--- src/gcp_consts.svh ---
// Constants for the pin-control command interpreter
`ifndef GCP_CONSTS_SVH
`define GCP_CONSTS_SVH
`define GCP_FRAME_BYTES   4'd9
`define GCP_RESP_BYTES    3'd5
`define GCP_NPINS         3
`define GCP_CMD_GET_FUNC  8'h10
`define GCP_CMD_GET_DIR   8'h11
`define GCP_CMD_GET_LVL   8'h12
`define GCP_CMD_GET_STATE 8'h13
`define GCP_CMD_SET_DIR   8'h19
`define GCP_CMD_SET_LVL   8'h1a
`define GCP_CMD_SET_STATE 8'h1b
`define GCP_ERR_BYTE      8'hff
`define GCP_RST_DIR       3'h0
`define GCP_RST_LVL       3'h7
`define GCP_RST_STATE     3'h0
`endif

--- src/gcp_pkg.sv ---
// Types for the pin-control command interpreter
package gcp_pkg;
  typedef struct packed {
    logic       valid;
    logic       last;
    logic [7:0] data;
  } gcp_byte_t;
  typedef enum logic [1:0] {
    GCP_ST_COLLECT = 2'b00,
    GCP_ST_EXEC    = 2'b01,
    GCP_ST_REPLY   = 2'b11
  } gcp_state_t;
endpackage

--- src/gcp_interp.sv ---
// Pin-control command interpreter with per-pin vectors and pin drivers
// Function
// (RULE1) Command frame is nine bytes exactly
// (RULE2) Parameters little-endian, pin 0 bit 0
// (RULE3) Non-GPIO pin bits undefined, updates ignored
// (RULE4) Valid command answers echo plus four bytes
// (RULE5) Unknown command answers single 0FFh byte
// (RULE6) Host awaits response before next command
// (RULE7) UDP command sits in one datagram
// (RULE8) Codes 10h-13h read the four vectors
// (RULE9) Codes 19h-1Bh masked update, return vector
// (RULE10) No command changes the function vector
// (RULE11) Updates live only in volatile flops
// (RULE12) Function bit one means general purpose
// (RULE13) Direction one is output, zero input
// (RULE14) Level one means active low
// (RULE15) State one means pin active
// (RULE16) Reset: general-purpose input, active low
// (RULE17) Vectors 32 bits, upper bits ignored
// (RULE18) TCP and UDP accepted; disable setting
// (RULE19) Enabled by default; disabled refuses commands
// (RULE20) Collect nine bytes before executing
`timescale 1ns/100ps
`default_nettype none
`include "gcp_consts.svh"
module gcp_interp (
  input  wire logic              ref_clk,
  input  wire logic              srst,
  input  wire gcp_pkg::gcp_byte_t rx_byte,
  output logic                   rx_ready,
  input  wire logic              port_disable,
  input  wire logic [2:0]        pin_func,
  output gcp_pkg::gcp_byte_t     tx_byte,
  input  wire logic              tx_ready,
  output logic                   cmd_refused,
  input  wire logic [2:0]        pin_in,
  output logic [2:0]             pin_out,
  output logic [2:0]             pin_oe
);
  import gcp_pkg::*;

  gcp_state_t  state_ff;
  gcp_state_t  nxt_state;
  logic [7:0]  frame_ff [0:8];
  logic [3:0]  cnt_ff;
  logic [2:0]  dir_ff;
  logic [2:0]  lvl_ff;
  logic [2:0]  st_ff;
  logic [7:0]  resp_ff [0:4];
  logic [2:0]  rlen_ff;
  logic [2:0]  ridx_ff;
  gcp_byte_t   tx_ff;
  logic        refused_ff;
  logic        rx_ready_ff;
  logic [2:0]  pin_out_ff;
  logic [2:0]  pin_oe_ff;
  logic [2:0]  in_s1_ff;
  logic [2:0]  in_s2_ff;
  logic [2:0]  in_s3_ff;
  logic [2:0]  in_ok_ff;

  function automatic logic [2:0] masked(input logic [2:0] cur, input logic [2:0] msk,
                                        input logic [2:0] val, input logic [2:0] gp);
    masked = (cur & ~(msk & gp)) | (val & msk & gp); // RULE3
  endfunction

  function automatic logic [31:0] word_at(input logic [7:0] b0, input logic [7:0] b1,
                                          input logic [7:0] b2, input logic [7:0] b3);
    word_at = {b3, b2, b1, b0};
  endfunction

  wire         rx_take    = rx_byte.valid && rx_ready;
  wire  [7:0]  cmd_byte   = frame_ff[0];
  wire  [31:0] mask_word  = word_at(frame_ff[1], frame_ff[2], frame_ff[3], frame_ff[4]); // RULE2
  wire  [31:0] val_word   = word_at(frame_ff[5], frame_ff[6], frame_ff[7], frame_ff[8]); // RULE2
  wire  [2:0]  msk3       = mask_word[2:0]; // RULE17
  wire  [2:0]  val3       = val_word[2:0]; // RULE17
  wire  [2:0]  gp_mask    = pin_func; // RULE12
  wire         is_get     = cmd_byte inside {`GCP_CMD_GET_FUNC, `GCP_CMD_GET_DIR,
                                             `GCP_CMD_GET_LVL, `GCP_CMD_GET_STATE};
  wire         is_set     = cmd_byte inside {`GCP_CMD_SET_DIR, `GCP_CMD_SET_LVL, `GCP_CMD_SET_STATE};
  wire  [2:0]  new_dir    = (cmd_byte == `GCP_CMD_SET_DIR) ? masked(dir_ff, msk3, val3, gp_mask) : dir_ff; // RULE9
  wire  [2:0]  new_lvl    = (cmd_byte == `GCP_CMD_SET_LVL) ? masked(lvl_ff, msk3, val3, gp_mask) : lvl_ff; // RULE9
  wire  [2:0]  new_st     = (cmd_byte == `GCP_CMD_SET_STATE) ? masked(st_ff, msk3, val3, gp_mask) : st_ff; // RULE9
  wire  [2:0]  in_state   = in_ok_ff ^ lvl_ff; // RULE15
  wire  [2:0]  in_agree   = ~(in_s2_ff ^ in_s3_ff);
  wire  [2:0]  cur_state  = (dir_ff & st_ff) | (~dir_ff & in_state);
  logic [2:0]  vec3;
  // RULE3: non-GPIO bits read as zero; RULE17: upper bits zero
  always_comb begin
    unique case (cmd_byte)
      `GCP_CMD_GET_FUNC:                     vec3 = pin_func; // RULE8
      `GCP_CMD_GET_DIR, `GCP_CMD_SET_DIR:    vec3 = new_dir & gp_mask; // RULE8 RULE3
      `GCP_CMD_GET_LVL, `GCP_CMD_SET_LVL:    vec3 = new_lvl & gp_mask; // RULE8
      `GCP_CMD_GET_STATE:                    vec3 = cur_state & gp_mask; // RULE8
      `GCP_CMD_SET_STATE:                    vec3 = new_st & gp_mask;
      default:                               vec3 = 3'h0;
    endcase
  end
  wire         last_byte  = (cnt_ff == `GCP_FRAME_BYTES - 4'd1);
  wire         reply_done = tx_ff.valid && tx_ready && tx_ff.last;

  always_comb begin
    nxt_state = state_ff;
    unique case (state_ff)
      GCP_ST_COLLECT: if (rx_take && last_byte && !port_disable) nxt_state = GCP_ST_EXEC; // RULE20
      GCP_ST_EXEC:    nxt_state = GCP_ST_REPLY;
      GCP_ST_REPLY:   if (reply_done) nxt_state = GCP_ST_COLLECT;
      default:        nxt_state = GCP_ST_COLLECT;
    endcase
  end

  always_ff @(posedge ref_clk) begin
    if (srst) rx_ready_ff <= 1'b1;
    else      rx_ready_ff <= (nxt_state == GCP_ST_COLLECT); // RULE6
  end
  assign rx_ready = rx_ready_ff;

  property p_ready_state;
    @(posedge ref_clk) disable iff (srst)
    rx_ready == (state_ff == GCP_ST_COLLECT);
  endproperty
  a_ready_state: assert property (p_ready_state) else $error("byte ready out of step with state"); // RULE20

  always_ff @(posedge ref_clk) begin
    if (srst) state_ff <= GCP_ST_COLLECT;
    else      state_ff <= nxt_state;
  end

  // Frame collection; a frame ends at nine bytes or at a datagram end
  always_ff @(posedge ref_clk) begin
    if (srst) begin
      cnt_ff <= 4'h0;
    end else if (rx_take) begin
      if (last_byte || rx_byte.last) cnt_ff <= 4'h0; // RULE1 RULE7
      else                           cnt_ff <= cnt_ff + 4'd1;
    end
  end

  always_ff @(posedge ref_clk) begin
    if (rx_take) frame_ff[cnt_ff] <= rx_byte.data;
  end

  // Volatile vectors; nothing can write the function vector
  always_ff @(posedge ref_clk) begin
    if (srst) begin
      dir_ff <= `GCP_RST_DIR; // RULE16
      lvl_ff <= `GCP_RST_LVL; // RULE16
      st_ff  <= `GCP_RST_STATE;
    end else if (state_ff == GCP_ST_EXEC) begin // RULE10 RULE11
      dir_ff <= new_dir;
      lvl_ff <= new_lvl;
      st_ff  <= new_st;
    end
  end

  property p_set_copy;
    @(posedge ref_clk) disable iff (srst)
    (state_ff == GCP_ST_EXEC && cmd_byte == `GCP_CMD_SET_DIR) |=>
      (((dir_ff ^ $past(val3)) & $past(msk3 & gp_mask)) == 3'h0);
  endproperty
  a_set_copy: assert property (p_set_copy) else $error("masked direction bit not copied"); // RULE9

  property p_set_keep;
    @(posedge ref_clk) disable iff (srst)
    (state_ff == GCP_ST_EXEC && cmd_byte == `GCP_CMD_SET_LVL) |=>
      (((lvl_ff ^ $past(lvl_ff)) & ~$past(msk3 & gp_mask)) == 3'h0);
  endproperty
  a_set_keep: assert property (p_set_keep) else $error("unmasked or non-general level changed"); // RULE3

  always_ff @(posedge ref_clk) begin
    if (srst) begin
      rlen_ff <= 3'h0;
    end else if (state_ff == GCP_ST_EXEC) begin
      if (is_get || is_set) begin
        resp_ff[0] <= cmd_byte; // RULE4
        resp_ff[1] <= {5'h0, vec3}; // RULE2 RULE17
        resp_ff[2] <= 8'h00;
        resp_ff[3] <= 8'h00;
        resp_ff[4] <= 8'h00;
        rlen_ff    <= `GCP_RESP_BYTES; // RULE4
      end else begin
        resp_ff[0] <= `GCP_ERR_BYTE; // RULE5
        rlen_ff    <= 3'd1; // RULE5
      end
    end
  end

  property p_func_read;
    @(posedge ref_clk) disable iff (srst)
    (state_ff == GCP_ST_EXEC && cmd_byte == `GCP_CMD_GET_FUNC) |=> (resp_ff[1] == {5'h0, $past(pin_func)});
  endproperty
  a_func_read: assert property (p_func_read) else $error("function vector read wrong"); // RULE12

  // Transmit sequencer
  always_ff @(posedge ref_clk) begin
    if (srst) begin
      tx_ff   <= '0;
      ridx_ff <= 3'h0;
    end else if (state_ff == GCP_ST_EXEC) begin
      tx_ff.valid <= 1'b0;
      ridx_ff     <= 3'h0;
    end else if (state_ff == GCP_ST_REPLY) begin
      if (!tx_ff.valid || tx_ready) begin
        if (tx_ff.valid && tx_ff.last) begin
          tx_ff.valid <= 1'b0;
        end else begin
          tx_ff.valid <= 1'b1;
          tx_ff.data  <= resp_ff[ridx_ff];
          tx_ff.last  <= (ridx_ff == rlen_ff - 3'd1);
          ridx_ff     <= ridx_ff + 3'd1;
        end
      end
    end else begin
      tx_ff.valid <= 1'b0;
    end
  end
  assign tx_byte = tx_ff;

  property p_tx_hold;
    @(posedge ref_clk) disable iff (srst)
    (tx_byte.valid && !tx_ready) |=> (tx_byte.valid && $stable(tx_byte.data) && $stable(tx_byte.last));
  endproperty
  a_tx_hold: assert property (p_tx_hold) else $error("reply byte not held until taken"); // RULE4

  property p_first_byte;
    @(posedge ref_clk) disable iff (srst)
    (state_ff == GCP_ST_EXEC) |-> ##2 (tx_byte.valid && tx_byte.data == resp_ff[0]);
  endproperty
  a_first_byte: assert property (p_first_byte) else $error("reply did not start with first byte"); // RULE4

  always_ff @(posedge ref_clk) begin
    if (srst) refused_ff <= 1'b0;
    else      refused_ff <= rx_take && last_byte && port_disable; // RULE18 RULE19
  end
  assign cmd_refused = refused_ff;

  property p_refuse_quiet;
    @(posedge ref_clk) disable iff (srst)
    cmd_refused |-> (state_ff == GCP_ST_COLLECT && !tx_byte.valid);
  endproperty
  a_refuse_quiet: assert property (p_refuse_quiet) else $error("refused frame produced a reply"); // RULE19

  // Input synchroniser, change accepted when stages two and three agree
  always_ff @(posedge ref_clk) begin
    if (srst) begin
      in_s1_ff <= 3'h0;
      in_s2_ff <= 3'h0;
      in_s3_ff <= 3'h0;
      in_ok_ff <= 3'h0;
    end else begin
      in_s1_ff <= pin_in;
      in_s2_ff <= in_s1_ff;
      in_s3_ff <= in_s2_ff;
      in_ok_ff <= (in_s2_ff & in_agree) | (in_ok_ff & ~in_agree);
    end
  end

  property p_in_follow;
    @(posedge ref_clk) disable iff (srst)
    (in_s2_ff == in_s3_ff) |=> (in_ok_ff == $past(in_s2_ff));
  endproperty
  a_in_follow: assert property (p_in_follow) else $error("settled input not taken"); // RULE15

  // Pin drivers; only general-purpose outputs drive
  always_ff @(posedge ref_clk) begin
    if (srst) begin
      pin_out_ff <= 3'h0;
      pin_oe_ff  <= 3'h0;
    end else begin
      pin_out_ff <= st_ff ^ lvl_ff; // RULE14 RULE15
      pin_oe_ff  <= dir_ff & gp_mask; // RULE13 RULE12
    end
  end
  assign pin_out = pin_out_ff;
  assign pin_oe  = pin_oe_ff;

  property p_oe_func;
    @(posedge ref_clk) disable iff (srst)
    !srst |=> ((pin_oe & ~$past(pin_func)) == 3'h0);
  endproperty
  a_oe_func: assert property (p_oe_func) else $error("dedicated pin driven"); // RULE12

  property p_reset_vec;
    @(posedge ref_clk)
    srst |=> (dir_ff == `GCP_RST_DIR && lvl_ff == `GCP_RST_LVL && !tx_byte.valid && pin_oe == 3'h0);
  endproperty
  a_reset_vec: assert property (p_reset_vec) else $error("reset defaults wrong"); // RULE16

  // Checks
  property p_reply_len;
    @(posedge ref_clk) disable iff (srst)
    (state_ff == GCP_ST_EXEC && (is_get || is_set)) |=> (rlen_ff == 3'd5);
  endproperty
  a_reply_len: assert property (p_reply_len) else $error("valid reply not five bytes"); // RULE4

  property p_err_byte;
    @(posedge ref_clk) disable iff (srst)
    (state_ff == GCP_ST_EXEC && !is_get && !is_set) |=> (resp_ff[0] == 8'hff && rlen_ff == 3'd1);
  endproperty
  a_err_byte: assert property (p_err_byte) else $error("unknown command not answered with ff"); // RULE5

  property p_echo;
    @(posedge ref_clk) disable iff (srst)
    (state_ff == GCP_ST_EXEC && (is_get || is_set)) |=> (resp_ff[0] == $past(cmd_byte));
  endproperty
  a_echo: assert property (p_echo) else $error("command byte not echoed"); // RULE4

  property p_get_keeps;
    @(posedge ref_clk) disable iff (srst)
    (state_ff == GCP_ST_EXEC && is_get) |=> ($stable(dir_ff) && $stable(lvl_ff) && $stable(st_ff));
  endproperty
  a_get_keeps: assert property (p_get_keeps) else $error("read command altered a vector"); // RULE8

  property p_mask_zero;
    @(posedge ref_clk) disable iff (srst)
    (state_ff == GCP_ST_EXEC && cmd_byte == `GCP_CMD_SET_STATE && msk3 == 3'h0) |=> $stable(st_ff);
  endproperty
  a_mask_zero: assert property (p_mask_zero) else $error("masked-out state changed"); // RULE9

  property p_disabled;
    @(posedge ref_clk) disable iff (srst)
    (port_disable && rx_take && last_byte) |=> (state_ff == GCP_ST_COLLECT) ##1 !tx_byte.valid;
  endproperty
  a_disabled: assert property (p_disabled) else $error("disabled port executed a command"); // RULE19

  property p_refused;
    @(posedge ref_clk) disable iff (srst)
    (port_disable && rx_take && last_byte) |=> (cmd_refused && state_ff == GCP_ST_COLLECT);
  endproperty
  a_refused: assert property (p_refused) else $error("refusal not flagged"); // RULE18

  property p_exec_after_nine;
    @(posedge ref_clk) disable iff (srst)
    (state_ff == GCP_ST_COLLECT && nxt_state == GCP_ST_EXEC) |-> (cnt_ff == 4'd8);
  endproperty
  a_exec_after_nine: assert property (p_exec_after_nine) else $error("executed before nine bytes"); // RULE20

  property p_pin_level;
    @(posedge ref_clk) disable iff (srst)
    !srst |=> (pin_out == $past(st_ff ^ lvl_ff));
  endproperty
  a_pin_level: assert property (p_pin_level) else $error("pin level wrong for active setting"); // RULE14

  property p_no_drive_input;
    @(posedge ref_clk) disable iff (srst)
    !srst |=> ((pin_oe & ~$past(dir_ff)) == 3'h0);
  endproperty
  a_no_drive_input: assert property (p_no_drive_input) else $error("input pin driven"); // RULE13
endmodule // gcp_interp
`default_nettype wire

--- config.mk ---
export PLATFORM = sky130hd
export DESIGN_NAME = gcp_interp
export DESIGN_NICKNAME = d
export VERILOG_FILES = /design/src/gcp_pkg.sv /design/src/gcp_interp.sv
export VERILOG_INCLUDE_DIRS = /design/src /design/src/src
export SDC_FILE = /design/constraint.sdc
export NUM_CORES = 1
export LEC_CHECK = 0
export BUFFER_PORTS_ARGS = -buffer_cell sky130_fd_sc_hd__buf_2
export CAP_MARGIN = 40
export CORE_UTILIZATION = 51
export DETAILED_ROUTE_END_ITERATION = 7
export PLACE_DENSITY = 0.83
export SYNTH_ARGS = -nofsm -noshare
export SYNTH_HDL_FRONTEND = slang
export SYNTH_SLANG_ARGS = --single-unit
--- constraint.sdc ---
create_clock -name ref_clk -period 1.9 [get_ports ref_clk]
set_input_delay 0.475 -clock ref_clk [delete_from_list [all_inputs] [get_ports ref_clk]]
set_output_delay 0.475 -clock ref_clk [all_outputs]
set_load 0.02 [all_outputs]
==> summary.md <==
| Metric | Value |
|---|---|
| Routed wire per std cell | `about 14 um` |
| WHS | `roughly 0.3 ns` |
| Max-Slew Margin vs Limit | `around 66%` |
| Crit path max-delay cell type | `edfxtp_1` |
| Placer Congestion | `~0.95` |
| CTS tree | `built` |
| Nets | `377` |
| Die Area | `about 6400 um^2` |
| Clk Latency, worst-skew pair | `around 0.34 ns` |
| Worst EP arrival | `roughly 1.7 ns` |
| Flops & latches, synth | `between 70 and 80` |
| Startpoint Class | `flop` |
| First-pass GRT wire length | `approximately 10 mm` |
| Total Routing Usage GR | `a little over a fifth` |
| Post-synthesis cell area | `around 3100 um^2` |
| Syn. warnings | `0` |
| Fin crit period | `between 1.5 and 2 ns` |
| Fillers | `around 450` |
| Lkg Pwr | `approximately 1.4 nW` |
| Post-synth EDFFs | `17` |
| Core area | `~5700 um^2` |
| Vias in the first global route | `2273` |
| Post-DP HPWL | `around 4.4 mm` |
| Synthesized instance count | `306` |
| P&R area growth vs syn | `16.8%` |
| Hold Buf Count CTS | `0` |
| Mean post-synth cell area | `10.1 um^2` |
| Reg area | `between 1500 and 2000 um^2` |
| Area contributors post-synth | `dfxtp_1 (38%), edfxtp_1 (17%), nand2_1 (3.4%)` |
| RSZ-0062 raised after global routing | `false` |
| Status | `completed` |
| Min-delay worst type | `in2reg` |
| H-tree Lvls | `3` |
| # setup viols final | `0` |
| Root buffer cell | `clkbuf_8` |
| DRC Markers | `0` |
| Peak VDD IR | `0.000605 V` |
| Clock slew at reported path FFs | `0.07 ns` |
| Most frequent cells in the layout | `dfxtp_1 (58), buf_2 (37), nand2_1 (28)` |
| Commonest non-fill, non-tap cell in the layout | `dfxtp_1` |
| Crit. End Element | `flop` |
| Crit path max fanout | `14` |
| CTS max path bufs | `2` |
| Area of the multi-input gates | `between 1000 and 1500 um^2` |
| Fin Setup TNS | `0 ns` |
| Largest net degree at the start of global routing | `37` |
| Power Density | `~860 nW/um^2` |
| Die Wd | `between 70 and 80 um` |
| Number of top-level pins | `38` |
| Antenna cell count | `0` |
| Unique masters post-synth | `49` |
| Final worst path period share | `about 86%` |
| Synth area leader | `dfxtp_1` |
| GR Overflow Total | `0` |
| Ys async rst share | `0%` |
| Clock Skew | `0.00808 ns` |
| Critical Path RT | `1.98 ns` |
| Share of cells above drive strength 1 | `between 20% and 30%` |
| Critical path's largest stage delay | `0.56 ns` |
| DIE HEIGHT | `approximately 80 um` |
| Row cnt | `27` |
| Initial DRC count | `about 110` |
| Fmax achieved | `between 0.6 and 0.7 GHz` |
| Actual slew at the worst max-slew pin | `between 0.5 and 0.6 ns` |
| Cell family with most CP delay | `flip-flops` |
| Port bufs | `37` |
| Via Count | `roughly 2.4k` |
| Final Hold Vio Count | `0` |
| TritonRoute pass-1 iters | `4` |
| WP buf/inv | `1` |
| Remaining antenna violation count | `0` |
| Seq/Total Area, Yosys | `between 50% and 60%` |
| Vias/cell | `roughly 5.6` |
| CTS buffer count | `9` |
| Syn_nets | `330` |
| Cells along the critical path | `inv_1, nor4_1, a2111oi_0, a311oi_1` |
| Max-slew violations | `0` |
| Initial Utilization | `a little over half` |
| Cts repair resizes | `0` |
| Post-synth top flop | `dfxtp_1` |
| CTS Sinks | `75` |
| Worst Setup Path Type | `reg2reg` |
| Antenna violations before repair | `0` |
| # Post-CTS Setup Buffers | `0` |
| Final WL | `6.12 mm` |
| Max-cap violations | `0` |
| Yosys top cell area share | `37.7%` |
==> final timing paths <==
path,start,to,slack (ns),cells after the start
worst min register to register,in_s1_ff[0],in_s2_ff[0],0.44,1
worst max register to register,frame_ff[0][3],resp_ff[1][1],0.26,4
worst min-delay path,rx_byte[3],frame_ff[0][3],0.30,1
worst max-delay path,frame_ff[0][3],resp_ff[1][1],0.26,4
==> per-layer routing <==
| metal | wire (um) | global-route usage [%] |
|---|---|---|
| met4 | 201 | 9.64 |
| met5 | 0 | 0 |
| met2 | 2830 | 33.6 |
| met3 | 345 | 7.31 |
| met1 | 2740 | 27.4 |
==> synthesized netlist by cell type (3+ instances only) <==
master / number
dfxtp_1: 58
nand2_1: 28
nor2_1: 23
edfxtp_1: 17
a21oi_1: 16
inv_1: 13
o21ai_0: 12
nand4_1: 11
nor2b_1: 11
xnor2_1: 10
clkbuf_1: 8
mux2i_1: 8
nand3_1: 8
and3_1: 6
and2_1: 5
nor3_1: 5
a31oi_1: 4
and4_1: 4
and4bb_2: 4
ha_1: 4
o21a_1: 4
a22oi_1: 3
a311oi_1: 3
o211ai_1: 3
o311ai_0: 3
or4_1: 3
==> area by class of cell <==
type / instances / share of cell area [%]
sequential: 75 / 46.5
multi-input combinational: 205 / 36.4
timing repair buffer: 49 / 7.65
clock buffer: 12 / 4.31
tap: 72 / 2.50
clock inverter: 4 / 1.36
inverter: 13 / 1.36
==> kinds of logic after synthesis <==
family | count (synthesis) | synth area share [%]
adders and majority gates | 4 | 1.62
muxes | 8 | 2.60
xor gates and xnor gates | 12 | 3.41
buffers and inverters | 26 | 3.49
AOI/OAI and AO/OA | 59 | 12.5
and+or+nand+nor | 122 | 22.1
DFF | 75 | 54.2
==> sequential cells by signal (all words and copies together), names as in the netlist, 4 cells and up, named ones only <==
| name | cells |
|---|---|
| cnt_ff | 4 |
| frame_ff | 14 |
| resp_ff | 11 |
| tx_byte | 10 |
==> report_power, final <==
group	internal (mW)	switching [mW]
clock network	0.678	0.566
registers	1.66	0.0209
logic	0.0636	0.0929
total	2.40	0.680
==> through the flow <==
stage	setup slack (ns)	util (%)	cells	power, mW	instance area, um^2
global route	0.111	63.4	430	3.20	3600
floorplan	0.282	-	306	1.80	3090
detailed placement	0.205	59.8	414	1.87	3390
CTS	0.260	63.4	430	3.10	3600
global placement	0.179	59.8	414	1.87	3390
finish	0.259	63.4	430	3.08	3600
Power figures use the tool's default switching activity.
